[config.mk]
export PLATFORM = sky130hd
export DESIGN_NAME = cebc_bus_controller
export DESIGN_NICKNAME = d
export VERILOG_FILES = /design/src/cebc_pkg.sv /design/src/cebc_bus_controller.sv
export SDC_FILE = /design/constraint.sdc
export NUM_CORES = 1
export LEC_CHECK = 0
export ABC_CLOCK_PERIOD_IN_PS = 4500
export BUFFER_PORTS_ARGS = -buffer_cell sky130_fd_sc_hd__buf_2
export CAP_MARGIN = 15
export CORE_UTILIZATION = 47
export DETAILED_ROUTE_END_ITERATION = 16
export PLACE_DENSITY = 0.63
export SYNTH_ARGS = -nofsm -noshare
export SYNTH_HDL_FRONTEND = slang
export SYNTH_SLANG_ARGS = --single-unit
[constraint.sdc]
create_clock -name mclk_in -period 4.5 [get_ports mclk_in]
set_input_delay 0.225 -clock mclk_in [delete_from_list [all_inputs] [get_ports mclk_in]]
set_output_delay 0.225 -clock mclk_in [all_outputs]
set_load 0.005 [all_outputs]
[src/cebc_pkg.sv]
package cebc_pkg;

  // I/O addresses decoded from the buffered address bus
  localparam logic [9:0] NMI_GATE_ADDR = 10'h070;
  localparam logic [9:0] PORT_B_ADDR = 10'h061;
  localparam logic [9:0] MISC_CTRL_ADDR = 10'h060;
  localparam logic [9:0] BUS_TIMING_ADDR = 10'h06A;

  // Port B fields
  localparam int PB_PARITY_BIT = 7;
  localparam int PB_CHANNEL_BIT = 6;
  localparam int PB_T2OUT_BIT = 5;
  localparam int PB_REFDET_BIT = 4;
  localparam int PB_CHK_EN_BIT = 3;
  localparam int PB_PAR_EN_BIT = 2;
  localparam int PB_SPK_BIT = 1;
  localparam int PB_T2GATE_BIT = 0;
  localparam logic [3:0] PORT_B_RST = 4'h0;

  // NMI gate port
  localparam int NMI_DISABLE_BIT = 7;
  localparam logic NMI_EN_RST = 1'b0;

  // Misc control fields
  localparam int MISC_TMO_EN_BIT = 2;
  localparam int MISC_ALT_CLK_BIT = 4;
  localparam int MISC_TMO_FLAG_BIT = 7;
  localparam logic [7:0] MISC_CTRL_RST = 8'h00;

  // Bus timing fields: command delays in bus-state steps, waits in command states
  localparam int TIM_CD_LSB = 0;
  localparam int TIM_WS_LSB = 4;
  localparam int TIM_FIELD_W = 3;
  localparam logic [7:0] BUS_TIMING_RST = 8'h31;

  // Timing counts
  localparam int TIMEOUT_CLKS = 128;
  localparam logic [7:0] TIMEOUT_LAST = 8'(TIMEOUT_CLKS - 1);
  localparam logic [1:0] BYTE_GAP_STEPS = 2'h2;
  localparam logic [3:0] REFRESH_CMD_SYSCLKS = 4'h2;

  // Conversion codes
  localparam logic [1:0] CODE_WR_LOW = 2'h0;
  localparam logic [1:0] CODE_RD_LOW = 2'h1;
  localparam logic [1:0] CODE_WR_HIGH = 2'h2;
  localparam logic [1:0] CODE_RD_HIGH = 2'h3;
  localparam logic [1:0] CODE_DMA_FLOAT = 2'h0;

  typedef enum logic [1:0] {CP_IDLE, CP_SEND, CP_LOCAL, CP_BUS} cebc_cpu_state_t;

  typedef enum logic [2:0] {
    BS_IDLE, BS_SEND, BS_DELAY, BS_CMD, BS_GAP, BS_DONE
  } cebc_bus_state_t;

  typedef enum logic [3:0] {
    AR_IDLE, AR_REF_HOLD, AR_REF_WAIT, AR_REF_CMD, AR_REF_END,
    AR_DMA_HOLD, AR_DMA, AR_RELEASE
  } cebc_arb_state_t;

  // Pins from outside the clock domain
  typedef struct packed {
    logic alt_clk;
    logic hold_grant;
    logic recharge_req;
    logic dma_req;
    logic iochrdy;
    logic memcs16_n;
    logic iocs16_n;
    logic chk_n;
    logic par_n;
    logic io_wr_n;
    logic io_rd_n;
    logic t2_out;
  } cebc_pins_t;

  localparam cebc_pins_t PINS_RST = 12'h07E;

  // Captured processor cycle
  typedef struct packed {
    logic rd;
    logic io;
    logic high;
    logic word;
    logic a0;
  } cebc_cycle_t;

  localparam cebc_cycle_t CYCLE_RST = 5'h00;

endpackage

[src/cebc_bus_controller.sv]
`timescale 1ns/1ps
module cebc_bus_controller
  import cebc_pkg::*;
(
  input wire logic mclk_in,
  input wire logic nrst_in,
  input wire logic [1:0] cpu_status_n_in,
  input wire logic cpu_mio_in,
  input wire logic cpu_bhe_n_in,
  input wire logic cpu_a0_in,
  input wire logic local_bus_claim_in,
  input wire logic local_ready_n_in,
  output logic internal_addr_latch_pulse_out,
  output logic cpu_ready_n_out,
  output logic cpu_hold_req_out,
  input wire logic cpu_hold_grant_in,
  input wire logic alternate_bus_clock_in,
  input wire logic dram_recharge_request_in,
  input wire logic dma_hold_request_in,
  input wire logic dma_high_byte_in,
  input wire logic dma_read_in,
  output logic dma_hold_grant_out,
  output logic refresh_active_n_out,
  output logic [9:0] refresh_addr_out,
  output logic refresh_addr_oe_out,
  input wire logic iochrdy_in,
  input wire logic memcs16_n_in,
  input wire logic iocs16_n_in,
  output logic ale_out,
  output logic extended_addr_latch_pulse_out,
  output logic buffered_mem_read_cmd_n_out,
  output logic buffered_mem_write_cmd_n_out,
  output logic buffered_io_read_cmd_n_out,
  output logic buffered_io_write_cmd_n_out,
  output logic buffered_addr_bit0_out,
  output logic conversion_code_enable_n_out,
  output logic conversion_code_bit0_out,
  output logic conversion_code_bit1_out,
  input wire logic [9:0] io_addr_in,
  input wire logic io_wr_n_in,
  input wire logic io_rd_n_in,
  input wire logic [7:0] io_data_in,
  output logic [7:0] io_data_out,
  output logic io_data_oe_out,
  input wire logic io_channel_check_n_in,
  input wire logic parity_error_n_in,
  input wire logic timer2_out_in,
  output logic speaker_data_out,
  output logic timer2_gate_out,
  output logic nmi_out
);

  function automatic logic [1:0] cpu_code(input logic high, input logic rd);
    cpu_code = high ? (rd ? CODE_RD_HIGH : CODE_WR_HIGH) : (rd ? CODE_RD_LOW : CODE_WR_LOW);
  endfunction

  function automatic logic [11:0] settle(input logic [11:0] s2, input logic [11:0] s3,
                                         input logic [11:0] cur);
    settle = (s2 & ~(s2 ^ s3)) | (cur & (s2 ^ s3));
  endfunction

  ////////////////////////////////////////////////////////////////////////////
  // Pin synchronisers: a level counts once the second and third stages agree

  cebc_pins_t raw;
  cebc_pins_t sync1_q, sync2_q, sync3_q, lvl_q, prev_q, rise;

  always_comb begin
    raw.alt_clk = alternate_bus_clock_in;
    raw.hold_grant = cpu_hold_grant_in;
    raw.recharge_req = dram_recharge_request_in;
    raw.dma_req = dma_hold_request_in;
    raw.iochrdy = iochrdy_in;
    raw.memcs16_n = memcs16_n_in;
    raw.iocs16_n = iocs16_n_in;
    raw.chk_n = io_channel_check_n_in;
    raw.par_n = parity_error_n_in;
    raw.io_wr_n = io_wr_n_in;
    raw.io_rd_n = io_rd_n_in;
    raw.t2_out = timer2_out_in;
  end

  always_ff @(posedge mclk_in or negedge nrst_in) begin
    if (!nrst_in) begin
      sync1_q <= PINS_RST;
      sync2_q <= PINS_RST;
      sync3_q <= PINS_RST;
      lvl_q <= PINS_RST;
      prev_q <= PINS_RST;
    end else begin
      sync1_q <= raw;
      sync2_q <= sync1_q;
      sync3_q <= sync2_q;
      lvl_q <= settle(sync2_q, sync3_q, lvl_q);
      prev_q <= lvl_q;
    end
  end

  assign rise = lvl_q & ~prev_q;

  ////////////////////////////////////////////////////////////////////////////
  // Registers

  logic [3:0] port_b_q;
  logic [7:0] misc_q, timing_q;
  logic nmi_en_q, pck_q, chk_q, tmo_q, rfd_q, tmo_hit;
  logic wr_edge;

  assign wr_edge = rise.io_wr_n;

  always_ff @(posedge mclk_in or negedge nrst_in) begin
    if (!nrst_in) begin
      port_b_q <= PORT_B_RST;
      misc_q <= MISC_CTRL_RST;
      timing_q <= BUS_TIMING_RST;
      nmi_en_q <= NMI_EN_RST;
    end else if (wr_edge) begin
      case (io_addr_in)
        NMI_GATE_ADDR: nmi_en_q <= ~io_data_in[NMI_DISABLE_BIT];
        PORT_B_ADDR: port_b_q <= io_data_in[3:0];
        MISC_CTRL_ADDR: misc_q <= io_data_in;
        BUS_TIMING_ADDR: timing_q <= io_data_in;
        default: nmi_en_q <= nmi_en_q;
      endcase
    end
  end

  // Error flags stay while their enable stays; the clear wins over a new event
  always_ff @(posedge mclk_in or negedge nrst_in) begin
    if (!nrst_in) begin
      pck_q <= 1'b0;
      chk_q <= 1'b0;
      tmo_q <= 1'b0;
    end else begin
      pck_q <= (port_b_q[PB_PAR_EN_BIT] & ~lvl_q.par_n) |
               (pck_q & port_b_q[PB_PAR_EN_BIT]);
      chk_q <= (port_b_q[PB_CHK_EN_BIT] & ~lvl_q.chk_n) |
               (chk_q & port_b_q[PB_CHK_EN_BIT]);
      tmo_q <= (tmo_hit & misc_q[MISC_TMO_EN_BIT]) |
               (tmo_q & misc_q[MISC_TMO_EN_BIT]);
    end
  end

  always_ff @(posedge mclk_in or negedge nrst_in) begin
    if (!nrst_in) begin
      io_data_out <= 8'h00;
      io_data_oe_out <= 1'b0;
      nmi_out <= 1'b0;
    end else begin
      io_data_oe_out <= ~lvl_q.io_rd_n &
                        (io_addr_in == PORT_B_ADDR || io_addr_in == MISC_CTRL_ADDR ||
                         io_addr_in == BUS_TIMING_ADDR);
      case (io_addr_in)
        PORT_B_ADDR: io_data_out <= {pck_q, chk_q, lvl_q.t2_out, rfd_q, port_b_q};
        MISC_CTRL_ADDR: io_data_out <= {tmo_q, misc_q[6:0]};
        BUS_TIMING_ADDR: io_data_out <= timing_q;
        default: io_data_out <= 8'h00;
      endcase
      nmi_out <= nmi_en_q & (pck_q | chk_q | tmo_q);
    end
  end

  assign speaker_data_out = port_b_q[PB_SPK_BIT];
  assign timer2_gate_out = port_b_q[PB_T2GATE_BIT];

  ////////////////////////////////////////////////////////////////////////////
  // Bus-state clock steps and system clock phase

  logic div_q, sysclk_q, bus_step, sys_rise;

  assign bus_step = misc_q[MISC_ALT_CLK_BIT] ? rise.alt_clk : div_q;
  assign sys_rise = bus_step & ~sysclk_q;

  always_ff @(posedge mclk_in or negedge nrst_in) begin
    if (!nrst_in) begin
      div_q <= 1'b0;
      sysclk_q <= 1'b0;
    end else begin
      div_q <= ~div_q;
      if (bus_step) begin
        sysclk_q <= ~sysclk_q;
      end
    end
  end

  ////////////////////////////////////////////////////////////////////////////
  // Processor-side state machine

  cebc_cpu_state_t cpu_state_q;
  cebc_cycle_t cyc_q;
  logic [7:0] tmo_cnt_q;
  logic bus_start_q, bus_done;

  always_ff @(posedge mclk_in or negedge nrst_in) begin
    if (!nrst_in) begin
      cpu_state_q <= CP_IDLE;
      cyc_q <= CYCLE_RST;
      tmo_cnt_q <= 8'h00;
      tmo_hit <= 1'b0;
    end else begin
      tmo_hit <= 1'b0;
      case (cpu_state_q)
        CP_IDLE: begin
          if (cpu_status_n_in != 2'h3 && !cpu_hold_req_out) begin
            cyc_q.rd <= ~cpu_status_n_in[1];
            cyc_q.io <= ~cpu_mio_in;
            cyc_q.high <= ~cpu_bhe_n_in & cpu_a0_in;
            cyc_q.word <= ~cpu_bhe_n_in & ~cpu_a0_in;
            cyc_q.a0 <= cpu_a0_in;
            cpu_state_q <= CP_SEND;
          end
        end
        CP_SEND: begin
          tmo_cnt_q <= 8'h00;
          cpu_state_q <= local_bus_claim_in ? CP_LOCAL : CP_BUS;
        end
        CP_LOCAL: begin
          if (!local_ready_n_in) begin
            cpu_state_q <= CP_IDLE;
          end else if (tmo_cnt_q == TIMEOUT_LAST) begin
            tmo_hit <= 1'b1;
            cpu_state_q <= CP_IDLE;
          end else begin
            tmo_cnt_q <= tmo_cnt_q + 8'h01;
          end
        end
        CP_BUS: begin
          if (bus_done) begin
            cpu_state_q <= CP_IDLE;
          end
        end
        default: cpu_state_q <= CP_IDLE;
      endcase
    end
  end

  assign internal_addr_latch_pulse_out = (cpu_state_q == CP_SEND);
  assign cpu_ready_n_out = ~((cpu_state_q == CP_LOCAL && !local_ready_n_in) ||
                             (cpu_state_q == CP_BUS && bus_done) || tmo_hit);

  ////////////////////////////////////////////////////////////////////////////
  // Expansion-bus state machine

  cebc_bus_state_t bus_state_q;
  logic [3:0] step_cnt_q;
  logic [TIM_FIELD_W-1:0] cd_cnt_q;
  logic is16_q, second_q;
  logic [TIM_FIELD_W-1:0] cd_set, ws_set;
  logic [3:0] cmd_last;
  logic cmd_on;

  assign cd_set = timing_q[TIM_CD_LSB +: TIM_FIELD_W];
  assign ws_set = timing_q[TIM_WS_LSB +: TIM_FIELD_W];
  assign cmd_last = {ws_set, 1'b1};
  assign cmd_on = (bus_state_q == BS_CMD);
  assign bus_done = (bus_state_q == BS_DONE);

  always_ff @(posedge mclk_in or negedge nrst_in) begin
    if (!nrst_in) begin
      bus_start_q <= 1'b0;
    end else begin
      bus_start_q <= (cpu_state_q == CP_SEND && !local_bus_claim_in) |
                     (bus_start_q & (bus_state_q != BS_SEND));
    end
  end

  always_ff @(posedge mclk_in or negedge nrst_in) begin
    if (!nrst_in) begin
      bus_state_q <= BS_IDLE;
      step_cnt_q <= 4'h0;
      cd_cnt_q <= '0;
      is16_q <= 1'b0;
      second_q <= 1'b0;
    end else begin
      case (bus_state_q)
        BS_IDLE: begin
          second_q <= 1'b0;
          if (bus_step && bus_start_q) begin
            bus_state_q <= BS_SEND;
          end
        end
        BS_SEND: begin
          if (bus_step) begin
            is16_q <= ~cyc_q.io & ~lvl_q.memcs16_n;
            cd_cnt_q <= cd_set;
            step_cnt_q <= 4'h0;
            bus_state_q <= (cd_set == '0) ? BS_CMD : BS_DELAY;
          end
        end
        BS_DELAY: begin
          if (bus_step) begin
            cd_cnt_q <= cd_cnt_q - 1'b1;
            if (cd_cnt_q == 1) begin
              bus_state_q <= BS_CMD;
            end
          end
        end
        BS_CMD: begin
          if (bus_step) begin
            if (cyc_q.io && step_cnt_q == 4'h1 && !second_q) begin
              is16_q <= ~lvl_q.iocs16_n;
            end
            if (step_cnt_q != cmd_last) begin
              step_cnt_q <= step_cnt_q + 4'h1;
            end else if (lvl_q.iochrdy) begin
              step_cnt_q <= 4'h0;
              if (cyc_q.word && !is16_q && !second_q) begin
                second_q <= 1'b1;
                bus_state_q <= BS_GAP;
              end else begin
                bus_state_q <= BS_DONE;
              end
            end
          end
        end
        BS_GAP: begin
          if (bus_step) begin
            step_cnt_q <= step_cnt_q + 4'h1;
            if (step_cnt_q[1:0] == BYTE_GAP_STEPS - 2'h1) begin
              step_cnt_q <= 4'h0;
              bus_state_q <= BS_CMD;
            end
          end
        end
        BS_DONE: bus_state_q <= BS_IDLE;
        default: bus_state_q <= BS_IDLE;
      endcase
    end
  end

  ////////////////////////////////////////////////////////////////////////////
  // Arbiter for refresh and DMA

  cebc_arb_state_t arb_state_q;
  logic ref_pend_q, hold_q, ref_act_q, ref_rd_q, dma_grant_q;
  logic [3:0] ref_cnt_q;
  logic [9:0] row_q;
  logic ref_take;

  assign ref_take = (arb_state_q == AR_IDLE) && ref_pend_q && sys_rise;

  always_ff @(posedge mclk_in or negedge nrst_in) begin
    if (!nrst_in) begin
      ref_pend_q <= 1'b0;
    end else begin
      ref_pend_q <= rise.recharge_req | (ref_pend_q & ~ref_take);
    end
  end

  always_ff @(posedge mclk_in or negedge nrst_in) begin
    if (!nrst_in) begin
      arb_state_q <= AR_IDLE;
      hold_q <= 1'b0;
      ref_act_q <= 1'b0;
      ref_rd_q <= 1'b0;
      dma_grant_q <= 1'b0;
      ref_cnt_q <= 4'h0;
      row_q <= 10'h000;
      rfd_q <= 1'b0;
    end else begin
      case (arb_state_q)
        AR_IDLE: begin
          if (ref_take) begin
            hold_q <= 1'b1;
            arb_state_q <= AR_REF_HOLD;
          end else if (lvl_q.dma_req && !ref_pend_q && !rise.recharge_req &&
                       bus_state_q == BS_IDLE) begin
            hold_q <= 1'b1;
            arb_state_q <= AR_DMA_HOLD;
          end
        end
        AR_REF_HOLD: begin
          if (lvl_q.hold_grant) begin
            ref_act_q <= 1'b1;
            ref_cnt_q <= 4'h0;
            arb_state_q <= AR_REF_WAIT;
          end
        end
        AR_REF_WAIT: begin
          if (sys_rise) begin
            ref_cnt_q <= ref_cnt_q + 4'h1;
            if (ref_cnt_q == 4'h1) begin
              ref_rd_q <= 1'b1;
              ref_cnt_q <= 4'h0;
              arb_state_q <= AR_REF_CMD;
            end
          end
        end
        AR_REF_CMD: begin
          if (sys_rise) begin
            ref_cnt_q <= ref_cnt_q + 4'h1;
            if (ref_cnt_q == REFRESH_CMD_SYSCLKS - 4'h1) begin
              ref_rd_q <= 1'b0;
              row_q <= row_q + 10'h001;
              rfd_q <= ~rfd_q;
              arb_state_q <= AR_REF_END;
            end
          end
        end
        AR_REF_END: begin
          if (sys_rise) begin
            ref_act_q <= 1'b0;
            hold_q <= 1'b0;
            arb_state_q <= AR_RELEASE;
          end
        end
        AR_DMA_HOLD: begin
          if (lvl_q.hold_grant) begin
            dma_grant_q <= 1'b1;
            arb_state_q <= AR_DMA;
          end
        end
        AR_DMA: begin
          if (!lvl_q.dma_req) begin
            dma_grant_q <= 1'b0;
            hold_q <= 1'b0;
            arb_state_q <= AR_RELEASE;
          end
        end
        AR_RELEASE: begin
          if (!lvl_q.hold_grant) begin
            arb_state_q <= AR_IDLE;
          end
        end
        default: arb_state_q <= AR_IDLE;
      endcase
    end
  end

  assign cpu_hold_req_out = hold_q;
  assign dma_hold_grant_out = dma_grant_q;
  assign refresh_active_n_out = ~ref_act_q;
  assign refresh_addr_out = row_q;
  assign refresh_addr_oe_out = ref_act_q;

  ////////////////////////////////////////////////////////////////////////////
  // Commands, latch enables and conversion codes

  logic [1:0] code;

  assign ale_out = (bus_state_q == BS_SEND) | dma_grant_q;
  assign extended_addr_latch_pulse_out = (bus_state_q == BS_SEND) | dma_grant_q;
  assign buffered_mem_read_cmd_n_out = ~((cmd_on & ~cyc_q.io & cyc_q.rd) | ref_rd_q);
  assign buffered_mem_write_cmd_n_out = ~(cmd_on & ~cyc_q.io & ~cyc_q.rd);
  assign buffered_io_read_cmd_n_out = ~(cmd_on & cyc_q.io & cyc_q.rd);
  assign buffered_io_write_cmd_n_out = ~(cmd_on & cyc_q.io & ~cyc_q.rd);
  assign buffered_addr_bit0_out = second_q | cyc_q.a0;

  always_comb begin
    code = CODE_DMA_FLOAT;
    conversion_code_enable_n_out = 1'b1;
    if (dma_grant_q) begin
      code = dma_high_byte_in ? {1'b1, dma_read_in} : CODE_DMA_FLOAT;
      conversion_code_enable_n_out = 1'b0;
    end else if (ref_act_q) begin
      conversion_code_enable_n_out = 1'b1;
    end else if (bus_state_q != BS_IDLE) begin
      code = cpu_code(cyc_q.high | second_q, cyc_q.rd);
      conversion_code_enable_n_out = cyc_q.rd ? ~cmd_on : 1'b0;
    end
  end

  assign conversion_code_bit0_out = code[0];
  assign conversion_code_bit1_out = code[1];

endmodule

* Word-level counts from Yosys, hierarchy flattened
Cells that the tools add are included.
** Word-level totals
- Bits in registers :: 148
- Input bits :: 41
- Output and inout bits :: 38
** Cells by class
- Add/sub/neg operators :: 5
- Eq/ne operators :: 54
- Muxes and demuxes :: 86
- Bitwise operators :: 61
- Reduce and logical (&&, ||, !) cells :: 59
** Operators with widths (number)
- $mux 4 :: 21
- $ne 2x2->1 const B :: 23
- $eq 10x7->1 const B :: 4
- $and 12x12->12 :: 3
- $mux 3 :: 11
- $pmux 4 s8 :: 1
- $mux 1 :: 29
- $not 12->12 :: 2
- $pmux 4 s3 :: 2
- $pmux 8 s3 :: 1
- $not 1->1 :: 23
- $and 1x1->1 :: 20
- $mux 2 :: 9
- $reduce_and 3->1 :: 6
- $eq 4x3->1 const B :: 4
- $mux 8 :: 2
- $pmux 8 s2 :: 1
- $pmux 3 s5 :: 1
- $reduce_and 5->1 :: 3
- $logic_and 1x1->1 :: 14
- $reduce_bool 2->1 :: 7
- $eq 4x1->1 const B :: 3
- $or 12x12->12 :: 1
- $reduce_and 4->1 :: 3
- other kinds (31) :: 71

* Logic depth before layout (Yosys ltp)
- Depth in word-level cells :: 8
- Mapped depth :: 7

* Worst setup path after synthesis
OpenSTA, ideal clock, no wires.
- Path type :: flip-flop to flip-flop
- Start point :: register ref_cnt_q[1]
- End point :: register row_q[6] (netlist: refresh_addr_out[6])
- Library setup time :: 0.124 ns
- Data arrival time :: 1.980 ns
- Setup slack :: 2.396 ns
- Stages on the path, launching flop included :: 8
- Path buffers :: 0
- Clock period less this slack :: 2.104 ns
- Cell sequence :: dfrtp_1 inv_1 ha_1 or3b_4 a2111oi_4 and4_4 nand3_1 xnor2_1
** Between the ends
- Cells in the longest elaborated chain, start to end :: 2
** Ends and longest elaborated chain
- from (decl) :: line cebc_bus_controller.sv:336 : logic [3:0] ref_cnt_q;
- from (signal assigned) :: line cebc_bus_controller.sv:381 : ref_cnt_q <= ref_cnt_q + 4'h1;
- from (signal assigned) :: line cebc_bus_controller.sv:391 : ref_cnt_q <= ref_cnt_q + 4'h1;
- $eq 4x1->1 :: line cebc_bus_controller.sv:392 : if (ref_cnt_q == REFRESH_CMD_SYSCLKS - 4'h1) begin
- $reduce_and 3->1 (no line)
- to (signal assigned) :: line cebc_bus_controller.sv:394 : row_q <= row_q + 10'h001;
- to (decl) :: line cebc_bus_controller.sv:337 : logic [9:0] row_q;
Every way passes these cells.
A chain may end at the register's enable or synchronous reset.

* Worst setup path in the final report
Ends and elaborated chain as after synthesis.

==> flow_summary.ini <==
[drt]
dr.pass1.iters = 4
first_iter_violations = 241
via_count = 4054
drcViolationCount = 0
wl_per_cell_um = 14.8
wl_um = 11400
via_per_inst = 5.24
postRouteAntennaNets = 0

[synthesis]
synth_fp_nets = 543
yosys.cell_count.top_type = dfrtp_1
yosys.area.top_type_share_pct = 47.1
ys_types = 64
synthesis.instances = 493
ys_ff_latch = 138
synth_edf_count = 0
ys_seq_area_share_pct = 59.6
syn_area_per_cell_um2 = 11.9
netlist_area_mm2 = 0.00585
yosys-top-cells-count = dfrtp_1, nand2_1, o21ai_0
synth_warnings = 0
synthFlopType = dfrtp_1
synth_top_area_cell = dfrtp_1
ys_top_cells_by_area = dfrtp_1, dfstp_2, mux2_2
ys_async_sr_fraction_pct = 100

[clock_tree]
cts_root_buf = clkbuf_16
postCtsSetupRepairBufs = 0
insertion_delay_ns = 0.41
htreeDepth = 4
cts_tree = done
cts_max_path_buffers = 2
cts_resized = 0
clkTransAtPathRegs_ns = 0.06
cts_sinks = 138
numCtsBuffers = 17

[layout]
diodes = 0
drive_gt1_share_pct = 29.6
fill_cells = 1054
postLayoutCoreUtil_pct = 58.9
synthToLayoutAreaGrowth_pct = 21.5
fin_nets = 642

[global_route]
grt_max_degree = 92
grt_pass1_vias = 3958
antenna_found_initial = 0
grt_pass1_wl_um = 19100
grtUsageTotal_pct = 19.4
grt_overflow = 0

[worst_setup_path]
endpoint_kind = register
critPathMaxStageDelay_ns = 0.64
critPathKind = register to register
cp_max_fo = 8
crit_path_cell_trace = inv_1, ha_1, or3b_4, a2111oi_4, and4_4, nand3_1, xnor2_1
critPathLaunchType = register
cp_num_buf_inv = 1
crit_arrival_ns = 2.65
cp_slowest_cell = a2111oi_4
crit_required_ns = 4.80
critPathTopFamily = simple AND/OR/NAND/NOR gates

[sta]
min_period_ns = 2.36
fmax_mhz = 424
relSlewSlack_pct = 37.3
hold-worst-slack_ns = 0.0199
skew_ns = 0.00591
drv_slew = 0
setup_viol_count_final = 0
fin_crit_sh_pct = 52.4
setup_tns_ns = 0
rsz0062_at_grt = no
worst_pin_slew_ns = 0.928
hold_viol_final = 0

[place]
dpl.hpwl_um = 8090
io_buffer_count = 78
gp_congestion = 0.849

[die]
die_x_um = 114
coreArea_mm2 = 0.0121
ioPinCount = 79
dieHeight_um = 114
start_util_pct = 48.5
num_rows = 40
die_area_mm2 = 0.0129

[pwr]
p_per_area_mw_per_mm2 = 546
pwr-share-comb_pct = 22.5
clkPwrFrac_pct = 34.0
swShare_pct = 32.9
power.switching_mw = 1.27
vdd_drop_max_mv = 0.420
power.internal_mw = 2.60
p_seq_share_pct = 43.5
p_leak_nw = 3.32

[flow_run]
maxCapViolCount = 0

[worst_hold_path]
hp-class = input port to register

[run_status]
outcome = completed
==> cells by family (layout without fill, tap and decap cells) <==
family	after synthesis	count (layout)	share of synthesized area [%]
compound gates	95	95	11.0
xor+xnor	18	18	2.70
fa+ha+maj	21	21	3.98
buf+inv	40	152	2.76
flops	138	138	59.6
mux	30	30	5.65
simple gates	151	151	14.3
==> sequential cells by signal (all words and copies together), names as in the netlist, 2 cells and up, named ones only <==
name              count
arb_state_q           3
bus_state_q           3
cd_cnt_q              3
cpu_state_q           2
cyc_q                 5
io_data_out           8
misc_q                7
port_b_q              4
prev_q                3
ref_cnt_q             4
refresh_addr_out     10
step_cnt_q            4
sync1_q              12
sync2_q              12
sync3_q              12
timing_q              8
tmo_cnt_q             8
==> per-stage QoR <==
| stage | worst slack [ns] | power (mW) | cell area, µm² | std cells |
|---|---|---|---|---|
| after detailed placement | 2.13 | 2.56 | 6400 | 727 |
| final | 2.14 | 3.88 | 7100 | 773 |
| after global placement | 2.20 | 2.53 | 6400 | 727 |
| after CTS | 2.13 | 3.91 | 7100 | 773 |
| after floorplan | 2.40 | 2.27 | 5850 | 493 |
| after global routing | 1.97 | 4.12 | 7100 | 773 |
==> final cells by class <==
| type | instances | area, µm² | area share [%] |
|---|---|---|---|
| multi-input combinational | 315 | 2200 | 30.9 |
| tap | 168 | 210 | 2.96 |
| inverter | 27 | 101 | 1.43 |
| timing repair buffer | 93 | 544 | 7.66 |
| sequential | 138 | 3490 | 49.1 |
| clock buffer | 17 | 425 | 5.99 |
| clock inverter | 15 | 135 | 1.90 |
==> path summary, 6_finish.rpt <==
kind,from,slack [ns],depth (start not counted),endpoint
worst max-delay path,ref_cnt_q[1],2.14,7,refresh_addr_out[6]
worst min-delay path,cpu_mio_in,0.02,2,cyc_q[3]
worst max register to register,ref_cnt_q[1],2.14,7,refresh_addr_out[6]
worst min register to register,sync1_q[0],0.35,0,sync2_q[0]
max in group asynchronous,nrst_in,2.97,3,tmo_cnt_q[3]
min in group asynchronous,nrst_in,0.44,2,sync2_q[0]
==> worst register-to-register path, cell delays in order, from the launching register on <==
cell and delay (ns):
dfrtp_1 0.39, inv_1 0.08, ha_1 0.14, or3b_4 0.41, a2111oi_4 0.64, and4_4 0.33, nand3_1 0.10, xnor2_1 0.14
==> power by group through the flow <==
stage	combinational [mW]	sequential (mW)	clock [mW]
after global routing	0.996	1.72	1.41
final	0.871	1.69	1.32
after detailed placement	0.854	1.71	0
after global placement	0.832	1.70	0
after CTS	0.871	1.69	1.35
after floorplan	0.698	1.57	0
==> metal layers <==
| metal | track usage [%] | up-vias | routed length, µm | share of wire (%) |
|---|---|---|---|---|
| met2 | 28.3 | 80 | 5150 | 45 |
| met1 | 27.7 | 2001 | 5670 | 50 |
| met4 | 7.28 | 0 | 169 | 1.5 |
| met3 | 5.63 | 16 | 454 | 4.0 |
| met5 | 0 | - | 0 | 0 |
| li1 | - | 1957 | - | - |
==> cells in the final DEF, fill, tap and decap left out, types with 4 or more instances in the layout <==
cell           count
mux2i_1            6
a222oi_1           4
maj3_1            12
nand2_1           40
dfstp_2           28
o21ai_0           33
a31oi_1            6
nor3_1            11
inv_1             27
o31ai_1            4
a22oi_1            4
nor3b_1            7
nand4_1            5
xnor2_1            9
mux2_2            24
nand3b_1           4
ha_1               9
buf_2             77
dfrtp_1          110
and3b_1            5
a21oi_1           16
or2_2              7
clkbuf_16         17
dlygate4sd3_1     14
nor2_1            22
nor2b_1            5
nand3_1           16
nand2b_1           6
xor2_1             9
inv_6              6
or3_1              5
==> timing repair <==
action / in CTS / in global routing
endpoints found under the hold margin: 94 / 0
hold buffers: 14 / 0
endpoints found under the setup margin: 0 / 0
(Power assumes the default switching activity.)
